===== src/hdl/tdprc_map.vh =====
/*
 Register offsets, field positions, reset values and encodings of the
 touch drive pseudorandom control slice. Definitions only.
*/
`ifndef TDPRC_MAP_VH
`define TDPRC_MAP_VH

// Register offsets (byte addresses, word aligned)
`define TDPRC_OFS_CTRL_B      8'h00
`define TDPRC_OFS_CTRL_A      8'h04
`define TDPRC_OFS_STATUS      8'h08
`define TDPRC_OFS_CMD         8'h0C

// touch_control_b fields
`define TDPRC_B_PERIOD_HI     3
`define TDPRC_B_PERIOD_LO     0
`define TDPRC_B_CYCLE_HI      5
`define TDPRC_B_CYCLE_LO      4
`define TDPRC_B_DIFF_OFF      6
`define TDPRC_B_RAND_OFF      7
`define TDPRC_B_SETTLE_HI     15
`define TDPRC_B_SETTLE_LO     8
`define TDPRC_B_MASK          32'h0000FFFF

// touch_control_a fields
`define TDPRC_A_STATE_CLOCK_HI      5
`define TDPRC_A_STATE_CLOCK_LO      0
`define TDPRC_A_PANEL_SEL     8
`define TDPRC_A_DRVDIV_HI     23
`define TDPRC_A_DRVDIV_LO     16
`define TDPRC_A_MASK          32'h00FF013F

// Status and command bits
`define TDPRC_ST_BUSY         0
`define TDPRC_ST_DONE         1
`define TDPRC_CMD_START       0
`define TDPRC_CMD_CLR_DONE    1

// Reset values
`define TDPRC_CTRL_B_RST      32'h00000000
`define TDPRC_CTRL_A_RST      32'h00000000
`define TDPRC_LFSR_SEED       8'h01

// Generation cycle lengths (shift count minus one)
`define TDPRC_LEN_255         8'hFE
`define TDPRC_LEN_63          8'h3E
`define TDPRC_LEN_31          8'h1E
`define TDPRC_LEN_3           8'h02

`endif


===== src/hdl/tdprc_ctl.v =====
/*
 Control register B slice of the touch sense unit: pseudorandom drive
 generator, drive frequency diffusion, sensor stabilization wait.
 Assumes a single-cycle strobe register port on REF_CLK and no other clock.
*/
// Chosen here: the address map and the address-and-strobe port.
`timescale 1ns/100ps
`default_nettype none
`include "tdprc_map.vh"

// Operation
// (RULE_01) One 32-bit control register B; settle wait setting in bits 15:8.
// (RULE_02) Shift period field sets how often the shift register advances.
// (RULE_03) Cycle field 5:4 gives 255, 63, 31 or 3 shifts per run.
// (RULE_04) Random-off bit stops pseudorandom generation for the sensor drive.
// (RULE_05) Random pulse mode: wait lasts 2(n+1) drive pulse cycles.
// (RULE_06) High-resolution mode: wait lasts n+1 state clock cycles.
// (RULE_07) State clock derives from six-bit select field in control A.
// (RULE_08) Diffusion-off bit fixes drive frequency, no spreading.
module tdprc_ctl (
   input  wire        REF_CLK,     // Bus clock, 50 MHz
   input  wire        RST,         // Synchronous reset, high
   input  wire [7:0]  ADDR,        // Register byte address
   input  wire [31:0] WDATA,       // Write data
   input  wire        WR,          // Write strobe
   input  wire        RD,          // Read strobe
   output reg  [31:0] RDATA,       // Read data, cycle after RD
   output reg         DRIVE_PULSE, // Sensor drive pulse
   output reg  [7:0]  RAND_VALUE,  // Pseudorandom number in use
   output reg         SETTLE_BUSY, // Stabilization wait running
   output reg         SETTLE_DONE  // Stabilization wait finished, sticky
);
   reg  [31:0] ctrl_b_r;
   reg  [31:0] ctrl_a_r;
   reg  [3:0]  shift_cnt_r;
   reg  [7:0]  gen_cnt_r;
   reg  [5:0]  st_cnt_r;
   reg  [9:0]  drv_cnt_r;
   reg  [8:0]  wait_cnt_r;
   reg  [7:0]  gen_last;
   reg  [9:0]  half_period;
   reg  [8:0]  wait_last;
   wire [7:0]  lfsr_value;

   wire [3:0] lfsr_shift_period   =
      ctrl_b_r[`TDPRC_B_PERIOD_HI:`TDPRC_B_PERIOD_LO];
   wire [1:0] random_cycle_length =
      ctrl_b_r[`TDPRC_B_CYCLE_HI:`TDPRC_B_CYCLE_LO];
   wire       diffusion_off       = ctrl_b_r[`TDPRC_B_DIFF_OFF];
   wire       random_off          = ctrl_b_r[`TDPRC_B_RAND_OFF];
   wire [7:0] settle_wait_setting =
      ctrl_b_r[`TDPRC_B_SETTLE_HI:`TDPRC_B_SETTLE_LO];
   wire [5:0] state_clock_select  =
      ctrl_a_r[`TDPRC_A_STATE_CLOCK_HI:`TDPRC_A_STATE_CLOCK_LO];
   wire       drive_panel_select  = ctrl_a_r[`TDPRC_A_PANEL_SEL];
   wire [7:0] drive_divider       =
      ctrl_a_r[`TDPRC_A_DRVDIV_HI:`TDPRC_A_DRVDIV_LO];

   wire wr_b    = WR && (ADDR == `TDPRC_OFS_CTRL_B);
   wire wr_a    = WR && (ADDR == `TDPRC_OFS_CTRL_A);
   wire wr_cmd  = WR && (ADDR == `TDPRC_OFS_CMD);
   wire start   = wr_cmd && WDATA[`TDPRC_CMD_START];
   wire clr_done = wr_cmd && WDATA[`TDPRC_CMD_CLR_DONE];

   // Drive half period ends; a rising drive edge closes a pulse cycle
   wire half_end  = (drv_cnt_r >= half_period);
   wire drv_cycle = half_end && !DRIVE_PULSE;
   // (RULE_07) State clock tick; a lowered select takes effect at once
   wire st_tick   = (st_cnt_r >= state_clock_select);

   // (RULE_02) Shift once per period setting plus one drive cycles
   wire lfsr_shift = drv_cycle && !random_off &&
                     (shift_cnt_r >= lfsr_shift_period);
   // (RULE_03) End of generation run restarts the sequence
   wire lfsr_reseed = random_off || (lfsr_shift && (gen_cnt_r >= gen_last));

   // (RULE_03) Cycle length decode
   always @* begin
      case (random_cycle_length)
         2'b00:   gen_last = `TDPRC_LEN_255;
         2'b01:   gen_last = `TDPRC_LEN_63;
         2'b10:   gen_last = `TDPRC_LEN_31;
         2'b11:   gen_last = `TDPRC_LEN_3;
         default: gen_last = `TDPRC_LEN_255;
      endcase
   end

   // (RULE_08) Diffusion spreads the half period by random low bits
   always @* begin
      if (diffusion_off || random_off) begin
         half_period = {2'b00, drive_divider};
      end else begin
         half_period = {2'b00, drive_divider} + {8'h00, lfsr_value[1:0]};
      end
   end

   // (RULE_05) (RULE_06) Wait length by pulse mode, minus one
   always @* begin
      if (drive_panel_select) begin
         wait_last = {1'b0, settle_wait_setting};
      end else begin
         wait_last = {settle_wait_setting, 1'b1};
      end
   end

   wire wait_event = drive_panel_select ? st_tick : drv_cycle;

   tdprc_lfsr u_lfsr (
      .clk     (REF_CLK),
      .rst     (RST),
      .shift   (lfsr_shift),
      .reseed  (lfsr_reseed),
      .value_r (lfsr_value)
   );

   // (RULE_01) Control registers
   always @(posedge REF_CLK) begin
      if (RST) begin
         ctrl_b_r <= `TDPRC_CTRL_B_RST;
         ctrl_a_r <= `TDPRC_CTRL_A_RST;
      end else begin
         if (wr_b) begin
            ctrl_b_r <= WDATA & `TDPRC_B_MASK;
         end
         if (wr_a) begin
            ctrl_a_r <= WDATA & `TDPRC_A_MASK;
         end
      end
   end

   // Drive pulse generator and state clock divider
   always @(posedge REF_CLK) begin
      if (RST) begin
         drv_cnt_r   <= 10'h000;
         DRIVE_PULSE <= 1'b0;
         st_cnt_r    <= 6'h00;
      end else begin
         if (half_end) begin
            drv_cnt_r   <= 10'h000;
            DRIVE_PULSE <= !DRIVE_PULSE;
         end else begin
            drv_cnt_r <= drv_cnt_r + 10'h001;
         end
         // (RULE_07) Divide bus clock by select plus one
         if (st_tick) begin
            st_cnt_r <= 6'h00;
         end else begin
            st_cnt_r <= st_cnt_r + 6'h01;
         end
      end
   end

   // (RULE_02) (RULE_04) Shift and run counters
   always @(posedge REF_CLK) begin
      if (RST || random_off) begin
         shift_cnt_r <= 4'h0;
         gen_cnt_r   <= 8'h00;
         RAND_VALUE  <= 8'h00;
      end else begin
         RAND_VALUE <= lfsr_value;
         if (drv_cycle) begin
            if (shift_cnt_r >= lfsr_shift_period) begin
               shift_cnt_r <= 4'h0;
            end else begin
               shift_cnt_r <= shift_cnt_r + 4'h1;
            end
         end
         if (lfsr_shift) begin
            if (gen_cnt_r >= gen_last) begin
               gen_cnt_r <= 8'h00;
            end else begin
               gen_cnt_r <= gen_cnt_r + 8'h01;
            end
         end
      end
   end

   // (RULE_05) (RULE_06) Stabilization wait counter
   always @(posedge REF_CLK) begin
      if (RST) begin
         wait_cnt_r  <= 9'h000;
         SETTLE_BUSY <= 1'b0;
         SETTLE_DONE <= 1'b0;
      end else begin
         if (start) begin
            wait_cnt_r  <= 9'h000;
            SETTLE_BUSY <= 1'b1;
         end else if (SETTLE_BUSY && wait_event) begin
            if (wait_cnt_r == wait_last) begin
               SETTLE_BUSY <= 1'b0;
            end else begin
               wait_cnt_r <= wait_cnt_r + 9'h001;
            end
         end
         // Completion wins over a clear in the same cycle
         if (SETTLE_BUSY && !start && wait_event &&
             (wait_cnt_r == wait_last)) begin
            SETTLE_DONE <= 1'b1;
         end else if (clr_done || start) begin
            SETTLE_DONE <= 1'b0;
         end
      end
   end

   // Read port, data one cycle after the strobe
   always @(posedge REF_CLK) begin
      if (RST) begin
         RDATA <= 32'h00000000;
      end else if (RD) begin
         case (ADDR)
            `TDPRC_OFS_CTRL_B: RDATA <= ctrl_b_r;
            `TDPRC_OFS_CTRL_A: RDATA <= ctrl_a_r;
            `TDPRC_OFS_STATUS: RDATA <= {21'h00000, wait_cnt_r,
                                         SETTLE_DONE, SETTLE_BUSY};
            default:           RDATA <= 32'h00000000;
         endcase
      end else begin
         RDATA <= 32'h00000000;
      end
   end
endmodule // tdprc_ctl

`default_nettype wire


===== src/hdl/tdprc_lfsr.v =====
/*
 Maximal-length 8-bit Fibonacci shift register for the pseudorandom drive
 numbers. Assumes the caller pulses shift and reseed on REF_CLK edges.
*/
`timescale 1ns/100ps
`default_nettype none
`include "tdprc_map.vh"

module tdprc_lfsr (
   input  wire       clk,     // Bus clock
   input  wire       rst,     // Synchronous reset, high
   input  wire       shift,   // Advance one step
   input  wire       reseed,  // Reload the seed, wins over shift
   output reg  [7:0] value_r  // Current pseudorandom value
);
   wire feedback = value_r[7] ^ value_r[5] ^ value_r[4] ^ value_r[3];

   always @(posedge clk) begin
      if (rst || reseed) begin
         value_r <= `TDPRC_LFSR_SEED;
      end else if (shift) begin
         value_r <= {value_r[6:0], feedback};
      end
   end
endmodule // tdprc_lfsr

`default_nettype wire


===== config.mk =====
export PLATFORM = sky130hd
export DESIGN_NAME = tdprc_ctl
export DESIGN_NICKNAME = d
export VERILOG_FILES = /design/src/hdl/tdprc_ctl.v /design/src/hdl/tdprc_lfsr.v
export VERILOG_INCLUDE_DIRS = /design/src /design/src/hdl
export SDC_FILE = /design/constraint.sdc
export NUM_CORES = 1
export LEC_CHECK = 0
export BUFFER_PORTS_ARGS = -buffer_cell sky130_fd_sc_hd__clkbuf_2
export CAP_MARGIN = 20
export CORE_MARGIN = 4
export CORE_UTILIZATION = 40
export DETAILED_ROUTE_END_ITERATION = 8
export PLACE_DENSITY_LB_ADDON = 0.12
export SYNTH_ARGS = -nofsm -noshare
export SYNTH_HDL_FRONTEND = slang
export SYNTH_HIERARCHICAL = 1
export SYNTH_SLANG_ARGS = --single-unit

===== constraint.sdc =====
create_clock -name REF_CLK -period 5.9 [get_ports REF_CLK]
set_input_delay 0.59 -clock REF_CLK [delete_from_list [all_inputs] [get_ports REF_CLK]]
set_output_delay 0.59 -clock REF_CLK [all_outputs]
set_load 0.01 [all_outputs]

==> results.rst, run 1 <==
.. list-table::
   :header-rows: 1

   * - Metric
     - Value
   * - Run status
     - completed
   * - Cell at the slowest stage of the critical path
     - a21oi_2
   * - EDFF count, synth
     - 0
   * - Setup crit start kind
     - flip-flop
   * - Post-Route Setup TNS
     - 0 ns
   * - Cell seen most often among critical-path stages
     - nor2_1
   * - Number of global-route vias before repair
     - 4028
   * - Antenna diode instance count
     - 0
   * - Final critical-path share of the clock period
     - 68.7%
   * - Time the final worst path needs with I/O delays and setup
     - 4.05 ns
   * - Standard-cell row count
     - 41
   * - Leakage Power
     - 2.54 nW
   * - Instance area after placement
     - 5730 µm²
   * - Maximum clock path buffer count
     - 2
   * - VDD IR max
     - 0.137 mV
   * - IO Pins
     - 87
   * - Fraction of post-synthesis cell area in the top cell type by area
     - 41.7%
   * - Max-slew violation count
     - 0
   * - Non-Filler Cell Area, Final
     - 6000 µm²
   * - Final wirelength
     - 11900 µm
   * - Clock insertion delay at the later pin of the skew report
     - 0.35 ns
   * - Die width
     - 123 µm
   * - Slew at the pin closest to its max-slew limit
     - 0.983 ns
   * - Worst setup skew after layout
     - 0.00442 ns
   * - Endpoint arrival time on the critical path
     - 4.29 ns
   * - Delay of the slowest cell on the worst path
     - 0.54 ns
   * - Detailed router's first-iteration violation count
     - 234
   * - First-pass GRT wire length
     - 19600 µm
   * - Standard cell core area
     - 12800 µm²
   * - Average instance area after synthesis
     - 9.05 µm²
   * - Global routing usage summed across all routing layers
     - 16.6%
   * - Most numerous cell in the Yosys netlist
     - dfxtp_1
   * - Overflow after GRT
     - 0
   * - Area of the die
     - 15200 µm²
   * - Height of the chip
     - 123 µm
   * - Post-CTS setup buffer count
     - 0
   * - CTS Root Buffer Type
     - clkbuf_16
   * - Clock transition at path regs
     - 0.07 ns
   * - Layout net count
     - 721
   * - Headroom to the max-slew limit
     - 34.5%
   * - Average routed wire per standard cell
     - 14.5 µm
   * - Count of hold-fix buffers inserted at cts
     - 0
   * - Share of flip-flops with an asynchronous set or reset
     - 0%
   * - Fraction of final layout cells sized beyond drive strength 1
     - 15.0%
   * - Setup Viol. Count Final
     - 0
   * - Power Density
     - 280 nW/µm²
   * - Worst Hold Depth
     - 1
   * - List of cells traversed by the critical path
     - nor2_1 > nand2_1 > nor2_1 > nand3_1 > xor2_1 > ha_1 > a21o_1 > a211o_1 > nor2b_1 > a21oi_2 > nor3_1 > or2_2 > or2_1 > nor3_2 > a31oi_1
   * - Commonest cells post-synth
     - dfxtp_1, nor2_1, mux2i_1
   * - Largest area contributor in the netlist
     - dfxtp_1
   * - Final worst hold slack
     - 0.463 ns
   * - CTS tree
     - yes
   * - Max capacitance violation total
     - 0
   * - Count of filler cells inserted in the layout
     - 1265
   * - Final Hold Violating Endpoints
     - 0
   * - Largest delay share family, worst path
     - simple AND/OR/NAND/NOR gates
   * - Final core area utilization
     - 46.8%
   * - Detail Route Antenna Nets
     - 0
   * - Setup slack at placement
     - 1.86 ns
   * - First-pass iteration count of the detailed router
     - 4
   * - Peak Freq
     - 0.247 GHz
   * - Weighted congestion reported at the end of routability-driven placement
     - 0.797
   * - Ranking of synthesized cells by area
     - dfxtp_1, ha_1, mux2i_1
   * - Tightest Hold Check Type
     - flip-flop to flip-flop
   * - DRC viols
     - 0
   * - Maximum level of the CTS H-tree
     - 3
   * - Number of cells traversed by the worst register-to-register path
     - 15
   * - Initial Util
     - 41.5%
   * - Register bit total from synthesis
     - 111
   * - Number of distinct standard cells referenced by the synthesized netlist
     - 54
   * - Synthesized instance count
     - 589
   * - Worst Path Buf+Inv
     - 0
   * - Critical path required time
     - 6.13 ns
   * - Cells resized by post-CTS repair
     - 0
   * - Endpoint class of the critical path
     - flip-flop
   * - Stages on worst setup path
     - 15
   * - Number of antenna violations at the first check in global routing
     - 0
   * - Largest fanout on the critical path
     - 17
   * - # clock sinks
     - 111
   * - Vias per inst
     - 4.99
   * - Start-to-end type of the worst setup path
     - flip-flop to flip-flop
   * - Mapped cell area
     - 5330 µm²
   * - Least setup slack across all paths after layout
     - 1.85 ns
   * - Most used flip-flop cell after synthesis
     - dfxtp_1
   * - Warnings from Yosys
     - 6
   * - RSZ-0062 raised after global routing
     - no
   * - Register area share after synthesis
     - 41.7%
   * - Post-synthesis to final-layout area growth
     - 12.6%
   * - Estimated wirelength of the detail-placed design
     - 8660 µm
   * - Via total after detailed routing
     - 4090
   * - Pin count of the biggest net entering global routing
     - 43
   * - CTS Buf Count
     - 9
   * - Buffers on Ports
     - 70
==> kinds of logic (layout without fill, tap and decap cells) <==
kind of cell    count (synthesis)  count (layout)  synth area share, %
simple gates                  238             238                 22.5
fa+ha+maj                      34              34                 8.13
xor+xnor                       38              38                 6.53
flops                         111             111                 41.7
buf+inv                        52             103                 5.05
mux                            42              42                 7.91
other cells                     1               8               0.0704
compound gates                 73              73                 8.06
==> layout make-up <==
class,instances,area (µm²),share of cell area (%)
Clock buffer,12,256,4.27
Clock inverter,3,18.8,0.313
Inverter,16,60.1,1.00
Multi-Input combinational cell,433,2860,47.7
Sequential cell,111,2220,37.0
Tap cell,172,215,3.59
Timing Repair Buffer,72,365,6.09
==> path summary, 6_finish.rpt <==
kind | slack [ns] | startpoint | endpoint
min | 0.46 | st_cnt_r[0]$_SDFF_PP0_ | st_cnt_r[0]$_SDFF_PP0_
max | 1.85 | ctrl_b_r[7]$_SDFFE_PP0P_ | u_lfsr/value_r[0]$_SDFFE_PP1P_
min reg2reg | 0.46 | st_cnt_r[0]$_SDFF_PP0_ | st_cnt_r[0]$_SDFF_PP0_
max reg2reg | 1.85 | ctrl_b_r[7]$_SDFFE_PP0P_ | u_lfsr/value_r[0]$_SDFFE_PP1P_
==> per-stage QoR <==
| step | total power [mW] | cells |
|---|---|---|
| after floorplan | 1.05 | 596 |
| after global placement | 1.12 | 804 |
| after detailed placement | 1.13 | 804 |
| after CTS | 1.71 | 819 |
| after global routing | 1.78 | 819 |
| final | 1.68 | 819 |
==> sequential cells by signal, summed over array words and instances (netlist names) <==
| signal | flops |
|---|---|
| DRIVE_PULSE | 1 |
| RAND_VALUE | 8 |
| RDATA | 24 |
| SETTLE_BUSY | 1 |
| SETTLE_DONE | 1 |
| ctrl_a_r | 15 |
| ctrl_b_r | 16 |
| drv_cnt_r | 10 |
| gen_cnt_r | 8 |
| shift_cnt_r | 4 |
| st_cnt_r | 6 |
| u_lfsr/value_r | 8 |
| wait_cnt_r | 9 |
==> where the power goes <==
part	switching, mW	total (mW)	leakage [nW]	internal (mW)
clock network	0.263	0.570	0.138	0.307
logic	0.181	0.304	1.51	0.123
registers	0.0292	0.806	0.896	0.777
==> per-layer routing <==
metal	share of wire, %	up-vias	track usage (%)
li1	-	2107	-
met1	51	1889	22.5
met2	43	79	25.6
met3	4.0	15	3.52
met4	2.0	0	7.13
met5	0	-	0
==> cell usage in the layout, fill, tap and decap left out, drive strengths merged, types with 9 or more instances in the layout <==
cell      n
a21oi    41
and2     24
clkbuf   82
dfxtp   111
ha       33
inv      16
mux2i    41
nand2    34
nand3    34
nand4     9
nor2     83
o21ai    12
xnor2    23
xor2     15
Note: power is estimated with default switching activity, not from simulation.
==> inputs of run 2 (changes only) <==
clock period = 3.7 ns   (was 5.9 ns; I/O delays follow)
==> results.rst, run 2 (synthesized netlist as in run 1, its figures left out) <==
.. list-table::
   :header-rows: 1

   * - Metric
     - Value
   * - Delay of the slowest cell on the worst path
     - 0.53 ns
   * - Post-CTS setup buffer count
     - 0
   * - RSZ-0062 raised after global routing
     - no
   * - Clock insertion delay at the later pin of the skew report
     - 0.35 ns
   * - Post-Route Setup TNS
     - 0 ns
   * - Instance area after placement
     - 5760 µm²
   * - Tightest Hold Check Type
     - input pin to flip-flop
   * - Endpoint arrival time on the critical path
     - 3.75 ns
   * - Standard-cell row count
     - 41
   * - Buffers on Ports
     - 70
   * - Headroom to the max-slew limit
     - 36.8%
   * - Average routed wire per standard cell
     - 14.3 µm
   * - Setup crit start kind
     - flip-flop
   * - Setup Viol. Count Final
     - 0
   * - CTS Buf Count
     - 9
   * - Detailed router's first-iteration violation count
     - 162
   * - Antenna diode instance count
     - 0
   * - Estimated wirelength of the detail-placed design
     - 8810 µm
   * - Post-synthesis to final-layout area growth
     - 14.0%
   * - VDD IR max
     - 0.202 mV
   * - Count of filler cells inserted in the layout
     - 1270
   * - Cells resized by post-CTS repair
     - 0
   * - First-pass iteration count of the detailed router
     - 4
   * - # clock sinks
     - 111
   * - FF+latch area
     - 2220 µm²
   * - Fraction of final layout cells sized beyond drive strength 1
     - 15.8%
   * - Final critical-path share of the clock period
     - 93.4%
   * - Number of antenna violations at the first check in global routing
     - 0
   * - CTS tree
     - yes
   * - Layout net count
     - 726
   * - Clock transition at path regs
     - 0.07 ns
   * - Endpoint class of the critical path
     - flip-flop
   * - Run status
     - completed
   * - Maximum level of the CTS H-tree
     - 3
   * - Number of flip-flops in the largest register
     - 24
   * - DRC viols
     - 0
   * - Non-Filler Cell Area, Final
     - 6070 µm²
   * - Leakage Power
     - 2.59 nW
   * - Area of the die
     - 15200 µm²
   * - Largest delay share family, worst path
     - simple AND/OR/NAND/NOR gates
   * - Slew at the pin closest to its max-slew limit
     - 0.946 ns
   * - List of cells traversed by the critical path
     - ha_1 > fa_1 > nand2_1 > nor2_1 > xnor2_1 > ha_1 > nand4_1 > o21ai_0 > a211oi_1 > nand4bb_4 > or4_1 > nand2_1
   * - Start-to-end type of the worst setup path
     - flip-flop to flip-flop
   * - Overflow after GRT
     - 0
   * - Weighted congestion reported at the end of routability-driven placement
     - 0.806
   * - IO Pins
     - 87
   * - Detail Route Antenna Nets
     - 0
   * - First-pass GRT wire length
     - 19300 µm
   * - Power Density
     - 459 nW/µm²
   * - Largest register by flop count
     - RDATA
   * - Max-slew violation count
     - 0
   * - Cell at the slowest stage of the critical path
     - or4_1
   * - Biggest registers after layout
     - RDATA x24, ctrl_b_r x16, ctrl_a_r x15
   * - Number of global-route vias before repair
     - 3959
   * - Standard cell core area
     - 12800 µm²
   * - Count of hold-fix buffers inserted at cts
     - 0
   * - Top library cells by usage in the layout, fill and taps aside
     - dfxtp_1, nor2_1, clkbuf_2
   * - Worst setup skew after layout
     - 0.00620 ns
   * - Via total after detailed routing
     - 4107
   * - Critical path required time
     - 4.00 ns
   * - Height of the chip
     - 123 µm
   * - Time the final worst path needs with I/O delays and setup
     - 3.46 ns
   * - Largest fanout on the critical path
     - 17
   * - Multi-input logic area
     - 2860 µm²
   * - Most common cell after layout, fill and taps aside
     - dfxtp_1
   * - CTS Root Buffer Type
     - clkbuf_16
   * - Final wirelength
     - 11800 µm
   * - Pin count of the biggest net entering global routing
     - 42
   * - Vias per inst
     - 4.98
   * - Final Hold Violating Endpoints
     - 0
   * - Peak Freq
     - 0.289 GHz
   * - Worst Path Buf+Inv
     - 0
   * - Global routing usage summed across all routing layers
     - 16.3%
   * - Maximum clock path buffer count
     - 2
   * - Initial Util
     - 41.5%
   * - Die width
     - 123 µm
   * - Final core area utilization
     - 47.4%
   * - Max capacitance violation total
     - 0
   * - Pwr Total
     - 2.79 mW
-- run 2: cell count changes in the layout (fill, tap and decap cells not counted), sizes merged --
cell	before	now
buf	2	7
bufinv	0	1
clkbuf	82	83
clkinv	3	2
-- run 2: routing by layer --
layer / wire [µm] / vias to the layer above / GRT usage [%] / share of wire (%)
li1: - / 2116 / - / -
met1: 5870 / 1896 / 21.9 / 50
met2: 5300 / 84 / 25.5 / 45
met3: 508 / 11 / 3.25 / 4.3
met4: 153 / 0 / 6.78 / 1.3
met5: 0 / - / 0 / 0
-- run 2: final cells by class --
class                   count  area share, %
multi-input cells         433           47.1
flip-flops and latches    111           36.6
repair buffers             77           6.63
well taps                 172           3.54
clock inverters             3          0.659
clock buffers              13           4.45
inverters                  16          0.989
-- run 2: stage by stage --
step | hold WS, ns | worst slack [ns] | instances
2_1_floorplan | 0.426 | 0.459 | 596
3_3_place_gp | 0.446 | 0.346 | 809
3_5_place_dp | 0.454 | 0.259 | 809
4_1_cts | 0.233 | 0.224 | 825
5_1_grt | 0.245 | 0.0159 | 825
6_report | 0.253 | 0.244 | 825
-- run 2: worst register-to-register path: stages (launching register included) --
cell	delay, ns
dfxtp_1	0.37
ha_1	0.24
fa_1	0.36
nand2_1	0.10
nor2_1	0.09
xnor2_1	0.14
ha_1	0.33
nand4_1	0.10
o21ai_0	0.43
a211oi_1	0.25
nand4bb_4	0.39
or4_1	0.53
nand2_1	0.08
-- run 2: final timing paths --
kind / slack [ns] / from / to / cells after the start
worst min register to register: 0.47 / st_cnt_r[0]$_SDFF_PP0_ / st_cnt_r[0]$_SDFF_PP0_ / 1
worst max-delay path: 0.24 / u_lfsr/value_r[0]$_SDFFE_PP1P_ / wait_cnt_r[6]$_SDFFE_PP0P_ / 12
worst max register to register: 0.24 / u_lfsr/value_r[0]$_SDFFE_PP1P_ / wait_cnt_r[6]$_SDFFE_PP0P_ / 12
worst min-delay path: 0.25 / WDATA[18] / ctrl_a_r[18]$_SDFFE_PP0P_ / 3
-- run 2: power by group --
group	total, mW	switching (mW)	internal, mW
Sequential	1.29	0.0475	1.24
Clock	0.996	0.417	0.578
Combinational	0.504	0.293	0.211
==> inputs of run 3 (changes only) <==
ABC_AREA = 1   (was unset)
CORE_ASPECT_RATIO = 1.4   (was unset)
CTS_CLUSTER_SIZE = 10   (was unset)
==> results.rst, run 3 <==
.. list-table::
   :header-rows: 1

   * - Metric
     - Value
   * - Initial Util
     - 41.1%
   * - Number of antenna violations at the first check in global routing
     - 0
   * - First-pass iteration count of the detailed router
     - 4
   * - Tightest Hold Check Type
     - input pin to flip-flop
   * - Maximum clock path buffer count
     - 2
   * - Count of hold-fix buffers inserted at cts
     - 0
   * - List of cells traversed by the critical path
     - ha_1 > fa_1 > nand2_1 > nor3_1 > nand3_1 > xor2_1 > ha_1 > nand2_1 > nor2_1 > nand3_1 > nand3_1 > nand3_1 > nor2_1 > buf_4 > inv_4 > nor2_1 > a211oi_2
   * - Number of flip-flops in the largest register
     - 24
   * - Buffers on Ports
     - 70
   * - Time the final worst path needs with I/O delays and setup
     - 3.28 ns
   * - Start point of the critical path
     - u_lfsr/value_r[0]$_SDFFE_PP1P_
   * - Combinational share of power
     - 23.6%
   * - VDD IR max
     - 0.248 mV
   * - Area of the die
     - 15900 µm²
   * - Most numerous cell in the Yosys netlist
     - nand2_1
   * - Post-Route Setup TNS
     - 0 ns
   * - Mapped cell area
     - 5560 µm²
   * - Setup crit start kind
     - flip-flop
   * - Post-synthesis to final-layout area growth
     - 13.5%
   * - Vias per inst
     - 4.89
   * - Most common cell after layout, fill and taps aside
     - nand2_1
   * - Final wirelength
     - 13500 µm
   * - Pin count of the biggest net entering global routing
     - 35
   * - Average routed wire per standard cell
     - 13.4 µm
   * - CTS tree
     - yes
   * - Standard-cell row count
     - 50
   * - Share of flip-flops with an asynchronous set or reset
     - 0%
   * - Endpoint arrival time on the critical path
     - 3.51 ns
   * - Via total after detailed routing
     - 4914
   * - RSZ-0062 raised after global routing
     - no
   * - Delay of the slowest cell on the worst path
     - 0.40 ns
   * - Final critical-path share of the clock period
     - 88.6%
   * - Setup Viol. Count Final
     - 0
   * - Endpoint class of the critical path
     - flip-flop
   * - Headroom to the max-slew limit
     - 54.4%
   * - Cell at the slowest stage of the critical path
     - dfxtp_1
   * - Ranking of synthesized cells by area
     - dfxtp_1, nand2_1, ha_1
   * - Number of global-route vias before repair
     - 4881
   * - Most used flip-flop cell after synthesis
     - dfxtp_1
   * - Warnings from Yosys
     - 6
   * - Final core area utilization
     - 46.7%
   * - Power Density
     - 483 nW/µm²
   * - CTS Buf Count
     - 9
   * - Register bit total from synthesis
     - 111
   * - First-pass GRT wire length
     - 22200 µm
   * - Standard cell core area
     - 13500 µm²
   * - Clock transition at path regs
     - 0.07 ns
   * - Antenna diode instance count
     - 0
   * - Max-slew violation count
     - 0
   * - Start-to-end type of the worst setup path
     - flip-flop to flip-flop
   * - DRC viols
     - 0
   * - Count of filler cells inserted in the layout
     - 1432
   * - Run status
     - completed
   * - Switching power
     - 982 µW
   * - # clock sinks
     - 111
   * - Instance area after placement
     - 5990 µm²
   * - Final Hold Violating Endpoints
     - 0
   * - Worst R2R Setup Slack
     - 0.42 ns
   * - IO Pins
     - 87
   * - Fraction of post-synthesis cell area in the top cell type by area
     - 40.0%
   * - Non-Filler Cell Area, Final
     - 6310 µm²
   * - Total placed cells including tap cells
     - 988
   * - Die width
     - 108 µm
   * - Pwr Total
     - 3.05 mW
   * - Largest fanout on the critical path
     - 10
   * - Detailed router's first-iteration violation count
     - 147
   * - Switching part of the total power
     - 32.2%
   * - Non-filler cells in the finished layout
     - 1004
   * - Multi-input logic area
     - 2820 µm²
   * - Cell seen most often among critical-path stages
     - nand3_1
   * - Largest area contributor in the netlist
     - dfxtp_1
   * - Largest register by flop count
     - RDATA
   * - Layout net count
     - 895
   * - Top library cells by usage in the layout, fill and taps aside
     - nand2_1, dfxtp_1, inv_1
   * - End of the worst register-to-register path
     - u_lfsr/value_r[3]$_SDFFE_PP0P_
   * - Cell internal pwr
     - 2.07 mW
   * - Critical path required time
     - 3.94 ns
   * - Leakage Power
     - 2.82 nW
   * - Worst setup skew after layout
     - 0.00753 ns
   * - FF+latch area
     - 2220 µm²
   * - EDFF count, synth
     - 0
   * - Clock insertion delay at the later pin of the skew report
     - 0.35 ns
   * - Detail Route Antenna Nets
     - 0
   * - Largest delay share family, worst path
     - simple AND/OR/NAND/NOR gates
   * - Overflow after GRT
     - 0
   * - Fraction of final layout cells sized beyond drive strength 1
     - 13.9%
   * - Launch point of the worst reg-to-reg path
     - u_lfsr/value_r[0]$_SDFFE_PP1P_
   * - Proportion of power drawn by the clock network
     - 32.8%
   * - Register area share after synthesis
     - 40.0%
   * - Number of distinct standard cells referenced by the synthesized netlist
     - 42
   * - Maximum level of the CTS H-tree
     - 3
   * - CTS Root Buffer Type
     - clkbuf_16
   * - Worst Path Buf+Inv
     - 2
   * - Timing endpoint of the critical path
     - u_lfsr/value_r[3]$_SDFFE_PP0P_
   * - Average instance area after synthesis
     - 7.35 µm²
   * - Estimated wirelength of the detail-placed design
     - 10500 µm
   * - Slew at the pin closest to its max-slew limit
     - 0.683 ns
   * - Height of the chip
     - 147 µm
   * - Commonest cells post-synth
     - nand2_1, dfxtp_1, inv_1
   * - Global routing usage summed across all routing layers
     - 17.5%
   * - Biggest registers after layout
     - RDATA x24, ctrl_b_r x16, ctrl_a_r x15
   * - Weighted congestion reported at the end of routability-driven placement
     - 0.942
   * - Relative contribution of sequential cells to total power
     - 43.5%
   * - Peak Freq
     - 0.305 GHz
   * - Synthesized instance count
     - 756
   * - Number of cells traversed by the worst register-to-register path
     - 17
   * - Max capacitance violation total
     - 0
   * - Stages on worst setup path
     - 17
## run 3: logic make-up (layout without fill, tap and decap cells)
kind of cell               Yosys count  in the layout  share of synthesized area [%]
xor gates and xnor gates            25             25                           3.94
adders and majority gates           34             34                           7.79
DFF                                111            111                           40.0
buffers and inverters              123            182                           9.89
AOI/OAI and AO/OA                  113            113                           11.5
other                                1              8                         0.0675
and+or+nand+nor                    349            349                           26.8
## run 3: cell type report
class | instances | share of cell area, %
flip-flops and latches | 111 | 35.2
multi-input cells | 529 | 44.7
well taps | 182 | 3.61
inverters | 92 | 5.51
clock inverters | 4 | 0.813
clock buffers | 12 | 4.07
repair buffers | 74 | 6.03
## run 3: worst min-delay path by stage
| stage | startpoint | to | slack, ns | cells after the start |
|---|---|---|---|---|
| 2_1_floorplan | u_lfsr/value_r[2]$_SDFFE_PP0P_ | RAND_VALUE[2]$_SDFF_PP0_ | 0.42 | 2 |
| 3_3_place_gp | st_cnt_r[0]$_SDFF_PP0_ | st_cnt_r[0]$_SDFF_PP0_ | 0.45 | 1 |
| 3_5_place_dp | u_lfsr/value_r[3]$_SDFFE_PP0P_ | RAND_VALUE[3]$_SDFF_PP0_ | 0.45 | 2 |
| 4_1_cts | WDATA[10] | ctrl_b_r[10]$_SDFFE_PP0P_ | 0.23 | 3 |
| 5_1_grt | WDATA[10] | ctrl_b_r[10]$_SDFFE_PP0P_ | 0.25 | 3 |
| 6_report | WDATA[10] | ctrl_b_r[10]$_SDFFE_PP0P_ | 0.24 | 3 |
## run 3: repair_timing
item                       in CTS  in global routing
resized for setup               0                  2
setup endpoints to repair       0                  9
buffers inserted                0                  0
## run 3: through the flow
stage | setup slack (ns) | hold WS [ns]
2_1_floorplan | 0.716 | 0.422
3_3_place_gp | 0.335 | 0.448
3_5_place_dp | 0.283 | 0.447
4_1_cts | 0.276 | 0.231
5_1_grt | 0.0375 | 0.254
6_report | 0.423 | 0.240
## run 3: tightest hold or removal path, delay by kind of cell
family,cells,cell delay (ns)
AND/OR/NAND/NOR,2,0.11
buffers and inverters,1,0.08
## run 3: power groups by stage
stage / clock (mW) / sequential [mW] / combinational, mW
floorplan: 0 / 1.35 / 0.551
detailed placement: 0 / 1.36 / 0.721
global placement: 0 / 1.35 / 0.704
global route: 1.07 / 1.34 / 0.815
CTS: 1.02 / 1.33 / 0.723
finish: 1.00 / 1.33 / 0.720
## run 3: per-layer routing
metal	up-vias	track usage [%]	routed length [µm]
li1	2538	-	-
met1	2234	19.1	5400
met2	113	31.8	7030
met3	29	3.58	628
met4	0	8.34	437
met5	-	0	0
